### src/design/npm_regs.svh
// constants for the point map slave: point numbers, bit positions, codes
`ifndef NPM_REGS_SVH
`define NPM_REGS_SVH
`define NPM_PROTO_CODE 4'h3
`define NPM_BAUD_CODE 4'h2
`define NPM_LINE_RATE 9600
`define NPM_CHAR_DATA_BITS 7
`define NPM_CHAR_SLOT_BITS 8
`define NPM_AI_FIRST 8'h01
`define NPM_AI_LAST 8'h11
`define NPM_BI_FIRST 8'h01
`define NPM_BI_LAST 8'h12
`define NPM_BI_RSV_A 8'h07
`define NPM_BI_RSV_B 8'h08
`define NPM_BI_SPEED_REACHED 8'h04
`define NPM_BI_READY 8'h06
`define NPM_BIT_SPEED_REACHED 0
`define NPM_BIT_READY 2
`define NPM_AO_FIRST 8'h01
`define NPM_AO_LAST 8'h11
`define NPM_AO_RSV_LO 8'h03
`define NPM_AO_RSV_HI 8'h06
`define NPM_AO_REF_FREQ 8'h01
`define NPM_AO_CODE_RD 8'h0F
`define NPM_AO_CODE_WR 8'h10
`define NPM_AO_DATA_WR 8'h11
`define NPM_AI_PARAM_DATA 8'h0F
`define NPM_BO_FIRST 8'h01
`define NPM_BO_LAST 8'h14
`define NPM_BO_RSV_LO 8'h0A
`define NPM_BO_RSV_HI 8'h0C
`define NPM_BO_RUN_LAST 8'h02
`endif

### src/design/npm_pkg.sv
// types for the point map slave
package npm_pkg;
  typedef enum logic [1:0] {
    NPM_PT_AI = 2'h0,
    NPM_PT_BI = 2'h1,
    NPM_PT_AO = 2'h2,
    NPM_PT_BO = 2'h3
  } npm_point_type_t;
  typedef enum logic [2:0] {
    NPM_ST_IDLE = 3'b001,
    NPM_ST_PARAM = 3'b010,
    NPM_ST_RESP = 3'b100
  } npm_state_t;
endpackage

### src/design/npm_point_map.sv
// point map slave: decodes point accesses into monitor, command and parameter words
//
// Function
// - protocol active only when select equals 3
// - line rate 9600, baud code 2
// - run/stop/reference gated by command enable
// - station address frozen while drive runs
// - four point types: AI, BI, AO, BO
// - BI 4 returns status word bit 0
// - BI 6 returns status word bit 2
// - AO 15 code; AI 15 returns data
// - AO 16 code; AO 17 writes data
// - exactly one response per accepted request; none while busy or link inactive
// - 7-bit ASCII, 8-bit slots, one stop
`timescale 1ns/100ps
`include "npm_regs.svh"
module npm_point_map #(
  parameter int DW = 32
) (
  input wire logic mclk,
  input wire logic rst,
  input wire logic [3:0] chan_protocol_select,
  input wire logic [3:0] chan_baud_code,
  input wire logic link_command_enable,
  input wire logic [7:0] chan_station_addr,
  input wire logic drive_running,
  input wire logic req_valid,
  input wire npm_pkg::npm_point_type_t point_type_field,
  input wire logic [7:0] point_number_field,
  input wire logic req_write,
  input wire logic [DW-1:0] req_data,
  input wire logic [15:0] output_signal_status_word,
  input wire logic [DW-1:0] ai_monitor_data,
  input wire logic [DW-1:0] param_rd_data,
  input wire logic bo_cmd_value,
  output logic link_active,
  output logic [7:0] station_addr,
  output logic resp_valid,
  output logic resp_ack,
  output logic [DW-1:0] resp_data,
  output logic [4:0] mon_index,
  output logic [15:0] param_rd_code,
  output logic param_wr_strobe,
  output logic [15:0] param_wr_code,
  output logic [DW-1:0] param_wr_data,
  output logic cmd_strobe,
  output logic [7:0] cmd_point,
  output logic cmd_is_bit,
  output logic [DW-1:0] cmd_value,
  output logic [1:0] err_code
);
  import npm_pkg::*;

  npm_state_t state;
  logic mapped;
  logic is_run_cmd;
  logic bit_value;
  logic req_taken;
  logic wr_taken;
  logic cmd_blocked;

  // decode mapped points; reserved holes refused
  always_comb begin
    mapped = 1'b0;
    case (point_type_field)
      NPM_PT_AI: mapped = point_number_field >= `NPM_AI_FIRST && point_number_field <= `NPM_AI_LAST;
      NPM_PT_BI: mapped = point_number_field >= `NPM_BI_FIRST && point_number_field <= `NPM_BI_LAST
                          && point_number_field != `NPM_BI_RSV_A && point_number_field != `NPM_BI_RSV_B;
      NPM_PT_AO: mapped = point_number_field >= `NPM_AO_FIRST && point_number_field <= `NPM_AO_LAST
                          && !(point_number_field >= `NPM_AO_RSV_LO && point_number_field <= `NPM_AO_RSV_HI);
      NPM_PT_BO: mapped = point_number_field >= `NPM_BO_FIRST && point_number_field <= `NPM_BO_LAST
                          && !(point_number_field >= `NPM_BO_RSV_LO && point_number_field <= `NPM_BO_RSV_HI);
      default: mapped = 1'b0;
    endcase
  end

  // reference frequency and run bits (bo 1,2) are drive commands
  always_comb begin
    is_run_cmd = 1'b0;
    if (point_type_field == NPM_PT_AO && point_number_field == `NPM_AO_REF_FREQ) begin
      is_run_cmd = 1'b1;
    end else if (point_type_field == NPM_PT_BO && point_number_field <= `NPM_BO_RUN_LAST) begin
      is_run_cmd = 1'b1;
    end
  end

  // bit input selection from status word
  always_comb begin
    bit_value = 1'b0;
    if (point_number_field == `NPM_BI_SPEED_REACHED) begin
      bit_value = output_signal_status_word[`NPM_BIT_SPEED_REACHED];
    end else if (point_number_field == `NPM_BI_READY) begin
      bit_value = output_signal_status_word[`NPM_BIT_READY];
    end
  end

  // request qualifiers shared by the sequencer and both write paths
  always_comb begin
    req_taken = 1'b0;
    wr_taken = 1'b0;
    cmd_blocked = 1'b0;
    // a busy sequencer ignores requests; the host waits for the answer first
    if (state == NPM_ST_IDLE && req_valid && link_active) begin
      req_taken = 1'b1;
      wr_taken = mapped && req_write;
      cmd_blocked = is_run_cmd && req_write && !link_command_enable;
    end
  end

  // link only talks with protocol 3 and baud code 2 (9600 fixed)
  always_ff @(posedge mclk) begin
    if (rst) begin
      link_active <= 1'b0;
    end else begin
      link_active <= chan_protocol_select == `NPM_PROTO_CODE && chan_baud_code == `NPM_BAUD_CODE;
    end
  end

  // address only follows the parameter while stopped
  always_ff @(posedge mclk) begin
    if (rst) begin
      station_addr <= 8'h00;
    end else if (!drive_running) begin
      station_addr <= chan_station_addr;
    end
  end

  // request sequencer: one response per accepted request; every mapped AI read waits two cycles for data
  always_ff @(posedge mclk) begin
    if (rst) begin
      state <= NPM_ST_IDLE;
      resp_valid <= 1'b0;
      resp_ack <= 1'b0;
      resp_data <= '0;
      err_code <= 2'h0;
      mon_index <= 5'h00;
    end else begin
      resp_valid <= 1'b0;
      case (state)
        NPM_ST_IDLE: begin
          // refusals answer at once, so the host never waits on a bad point
          if (req_taken) begin
            if (!mapped) begin
              resp_valid <= 1'b1;
              resp_ack <= 1'b0;
              err_code <= 2'h1;
            end else if (cmd_blocked) begin
              resp_valid <= 1'b1;
              resp_ack <= 1'b0;
              err_code <= 2'h2;
            end else if (point_type_field == NPM_PT_AI && !req_write) begin
              mon_index <= point_number_field[4:0]; // refused points leave the index alone
              state <= NPM_ST_PARAM;
            end else begin
              resp_valid <= 1'b1;
              resp_ack <= 1'b1;
              err_code <= 2'h0;
              resp_data <= point_type_field == NPM_PT_BI ? {{(DW-1){1'b0}}, bit_value} : '0;
            end
          end
        end
        NPM_ST_PARAM: begin
          // spare cycle: the drive side settles the word picked by mon_index
          state <= NPM_ST_RESP;
        end
        NPM_ST_RESP: begin
          resp_valid <= 1'b1;
          resp_ack <= 1'b1;
          err_code <= 2'h0;
          resp_data <= {3'h0, mon_index} == `NPM_AI_PARAM_DATA ? param_rd_data : ai_monitor_data;
          state <= NPM_ST_IDLE;
        end
        default: state <= NPM_ST_IDLE;
      endcase
    end
  end

  // indirect parameter code points and data write; unmapped points never reach here
  always_ff @(posedge mclk) begin
    if (rst) begin
      param_rd_code <= 16'h0000;
      param_wr_code <= 16'h0000;
      param_wr_data <= '0;
      param_wr_strobe <= 1'b0;
    end else begin
      param_wr_strobe <= 1'b0;
      if (wr_taken && point_type_field == NPM_PT_AO) begin
        if (point_number_field == `NPM_AO_CODE_RD) begin
          param_rd_code <= req_data[15:0];
        end else if (point_number_field == `NPM_AO_CODE_WR) begin
          param_wr_code <= req_data[15:0];
        end else if (point_number_field == `NPM_AO_DATA_WR) begin
          param_wr_data <= req_data;
          param_wr_strobe <= 1'b1;
        end
      end
    end
  end

  // other writable points go out as a command strobe, gated for drive commands
  always_ff @(posedge mclk) begin
    if (rst) begin
      cmd_strobe <= 1'b0;
      cmd_point <= 8'h00;
      cmd_is_bit <= 1'b0;
      cmd_value <= '0;
    end else begin
      cmd_strobe <= 1'b0;
      // parameter code and data points travel on their own path instead
      if (wr_taken && !cmd_blocked && (point_type_field == NPM_PT_BO
          || (point_type_field == NPM_PT_AO && point_number_field < `NPM_AO_CODE_RD))) begin
        cmd_strobe <= 1'b1;
        cmd_point <= point_number_field;
        cmd_is_bit <= point_type_field == NPM_PT_BO;
        cmd_value <= point_type_field == NPM_PT_BO ? {{(DW-1){1'b0}}, bo_cmd_value} : req_data;
      end
    end
  end
endmodule // npm_point_map

### config.mk
export PLATFORM = sky130hd
export DESIGN_NAME = npm_point_map
export DESIGN_NICKNAME = d
export VERILOG_FILES = /design/src/design/npm_pkg.sv /design/src/design/npm_point_map.sv
export VERILOG_INCLUDE_DIRS = /design/src /design/src/design
export SDC_FILE = /design/constraint.sdc
export NUM_CORES = 1
export LEC_CHECK = 0
export ABC_AREA = 1
export BUFFER_PORTS_ARGS = -buffer_cell sky130_fd_sc_hd__buf_2
export CAP_MARGIN = 20
export CORE_ASPECT_RATIO = 0.7
export CORE_MARGIN = 10
export CORE_UTILIZATION = 52
export DETAILED_ROUTE_END_ITERATION = 16
export PLACE_DENSITY_LB_ADDON = 0.3
export SLEW_MARGIN = 5
export SYNTH_ARGS = -nofsm -noshare
export SYNTH_HDL_FRONTEND = slang
export SYNTH_SLANG_ARGS = --single-unit
### constraint.sdc
create_clock -name mclk -period 4.35 [get_ports mclk]
set_clock_uncertainty 0.1 [all_clocks]
set_input_delay 0.87 -clock mclk [delete_from_list [all_inputs] [get_ports mclk]]
set_output_delay 0.87 -clock mclk [all_outputs]
set_load 0.03 [all_outputs]
==> results.py <==
metrics = {
    "place": {
        "gp_congestion": 0.942,
        "dp_hpwl_um": 16800,
        "io_buffers": 287,
    },
    "sta": {
        "finalHoldViolations": 0,
        "finalCritPeriodShare": 0.727,
        "drv_slew": 0,
        "setup_viol": 0,
        "tightest_slew_ns": 0.968,
        "rsz0062_at_grt": "no",
        "fin_crit_ns": 3.16,
        "setup_tns_ns": 0,
        "max_clock_freq_mhz": 316,
        "relSlewSlack": 0.354,
    },
    "setup_path": {
        "worstSetupEndpointType": "register",
        "reg2reg_setup_slack_ns": 1.57,
        "startpoint": "point_number_field[2]",
        "crit_path_frequent_cell": "nand2_1",
        "r2r_start": "state[0]$_SDFFE_PP1P_",
        "worst-path-buf-inv": 1,
        "worstPathCellList": "buf_2 > nor2_1 > nand2_1 > nor2_4 > nand2_1 > nand3_2 > nand2_4 > nand2_2 > nand2_1 > nand2_1 > nor2_1",
        "path_class": "input pin to register",
        "r2r_end": "cmd_value[22]$_SDFFE_PP0P_",
        "critPathSlowestCell": "nand2_2",
        "start_kind": "input pin",
        "path_delay_family": "simple AND/OR/NAND/NOR gates",
        "worstSetupPathDepth": 11,
        "cp.arrival_ns": 3.36,
        "rr_worst_depth": 9,
        "cp-endpoint": "resp_data[29]$_SDFFE_PP0P_",
        "crit_fanout": 35,
        "critPathMaxStageDelay_ns": 0.50,
        "worstPathRequired_ns": 4.55,
    },
    "clock_network": {
        "htree_levels": 4,
        "cts.sinks": 160,
        "cts_buffers": 17,
        "cts_tree": "yes",
        "cts_resized": 0,
        "root_buffer": "clkbuf_16",
        "post_cts_buffers": 0,
        "clk_latency_ns": 0.41,
        "clkTransAtPathRegs_ns": 0.06,
        "postCtsHoldBufs": 0,
        "clock_path_buffers": 2,
    },
    "synth": {
        "avgSynthCellArea_um2": 7.06,
        "synth.yosys.seq_area_share": 0.449,
        "ys_ff_latch": 160,
        "synth-async-reset-ratio": 0,
        "synth-edff-count": 0,
        "synth_area_um2": 7140,
        "synthCells": 1011,
        "syn_nets": 1156,
        "synth_ff_type": "dfxtp_1",
        "synth.yosys.warnings": 0,
        "synth.distinct_cells": 32,
    },
    "cells_and_area": {
        "drive_gt1_frac": 0.297,
        "insertedDiodeCount": 0,
        "regArea_um2": 3200,
        "nets": 1406,
        "area_growth_pct": 28.7,
        "mostFrequentLayoutCell": "buf_2",
        "multi_input_area_um2": 3410,
        "final_cell_mix": "buf_2 (287), nor2_1 (233), nand2_1 (164)",
        "fillers": 1233,
    },
    "power": {
        "total_power_mw": 3.12,
        "cellPowerDensity_nw_per_um2": 340,
        "leakage_nw": 4.66,
        "max-vdd-ir-drop_uv": 262,
    },
    "route": {
        "drc": 0,
        "post_drt_via_cell_ratio": 5.08,
        "dr.pass1.iters": 6,
        "first_iter_violations": 650,
        "vias": 7414,
        "ant_nets": 0,
        "wl_um": 23600,
        "routedWlPerCell_um": 16.2,
    },
    "global_route": {
        "grt_start_max_net_pins": 107,
        "first_global_vias": 6887,
        "grt_overflow": 0,
        "antenna_found_initial": 0,
        "grt.total_usage": 0.237,
        "grt_pass1_wl_um": 37300,
    },
    "worst_hold_path": {
        "hp-start": "cmd_point[7]$_SDFFE_PP0P_",
        "hp-class": "register to register",
    },
    "die": {
        "io_pins": 302,
        "die_y_um": 118,
        "core-area_um2": 13300,
        "dieArea_um2": 18900,
        "row_count": 35,
        "initial_core_util": 0.536,
        "die_x_um": 160,
    },
    "run_status": {
        "status": "complete, no violations",
    },
    "job": {
        "drv_cap": 0,
    },
}
-- cells by family (layout without fill, tap and decap cells) --
logic type,Yosys count,in the layout,synth area share
buf+inv,130,393,0.0764
simple gates,560,560,0.340
compound gates,161,161,0.135
flops,160,160,0.449
-- final cells by class --
type,count,share of cell area
clock buffers,20,0.0497
well taps,185,0.0252
multi-input cells,721,0.371
repair buffers,295,0.166
clock inverters,12,0.0128
flip-flops and latches,160,0.349
inverters,66,0.0272
-- state kept, by name, indices dropped and copies added (netlist names) --
register         flops
cmd_is_bit           1
cmd_point            8
cmd_strobe           1
cmd_value           32
err_code             2
link_active          1
mon_index            5
param_rd_code       16
param_wr_code       16
param_wr_data       32
param_wr_strobe      1
resp_ack             1
resp_data           32
resp_valid           1
state                3
station_addr         8
-- routing by layer --
layer,track usage,part of all wire
met5,0,0
met4,0.0738,0.022
met3,0.0894,0.095
met2,0.376,0.46
met1,0.292,0.42
-- through the flow --
stage	setup slack (ns)	cells	util	cell area, um2	hold slack (ns)
4_1_cts	1.08	1458	0.689	9170	0.359
2_1_floorplan	1.86	1011	-	7140	0.415
3_3_place_gp	0.765	1426	0.645	8590	0.339
5_1_grt	0.931	1459	0.690	9190	0.391
3_5_place_dp	0.693	1426	0.645	8590	0.349
6_report	1.19	1459	0.690	9190	0.358
-- power by group --
part           total [mW]  internal (mW)  leakage [nW]  switching [mW]
sequential           1.47           1.47          1.29         0.00211
clock                1.47          0.833         0.283           0.637
combinational       0.183         0.0683          3.09           0.115
total                3.12           2.37          4.66           0.754
-- tightest hold or removal path, delay by kind of cell (launching register included) --
family | cells | cell delay [ns]
buffers and inverters | 1 | 0.04
DFF | 1 | 0.31
and+or+nand+nor | 1 | 0.07
-- how the worst min path moves through the flow --
stage | cells after the start | endpoint
after floorplan | 2 | state[2]$_SDFFE_PP0P_
after global placement | 2 | cmd_point[6]$_SDFFE_PP0P_
after detailed placement | 2 | cmd_point[7]$_SDFFE_PP0P_
after CTS | 2 | cmd_point[7]$_SDFFE_PP0P_
after global routing | 2 | cmd_point[7]$_SDFFE_PP0P_
final | 2 | cmd_point[7]$_SDFFE_PP0P_
-- cells in the mapped netlist, types with 3 or more instances --
| master | n | area share |
|---|---|---|
| inv_2 | 6 | 0.0032 |
| o21bai_1 | 22 | 0.023 |
| nor2_4 | 5 | 0.0079 |
| nor2_1 | 233 | 0.12 |
| o21bai_2 | 10 | 0.016 |
| o211ai_1 | 16 | 0.017 |
| nand2_1 | 165 | 0.087 |
| nand3_2 | 4 | 0.0056 |
| clkbuf_1 | 32 | 0.017 |
| buf_1 | 7 | 0.0037 |
| dfxtp_1 | 160 | 0.45 |
| nand3_1 | 89 | 0.062 |
| o21ai_0 | 61 | 0.043 |
| a21oi_1 | 29 | 0.020 |
| or2_2 | 16 | 0.014 |
| buf_2 | 19 | 0.013 |
| buf_6 | 3 | 0.0047 |
| o21ai_1 | 22 | 0.015 |
| buf_4 | 3 | 0.0032 |
| nor3_1 | 36 | 0.025 |
| inv_1 | 59 | 0.031 |
(Power assumes the default switching activity.)
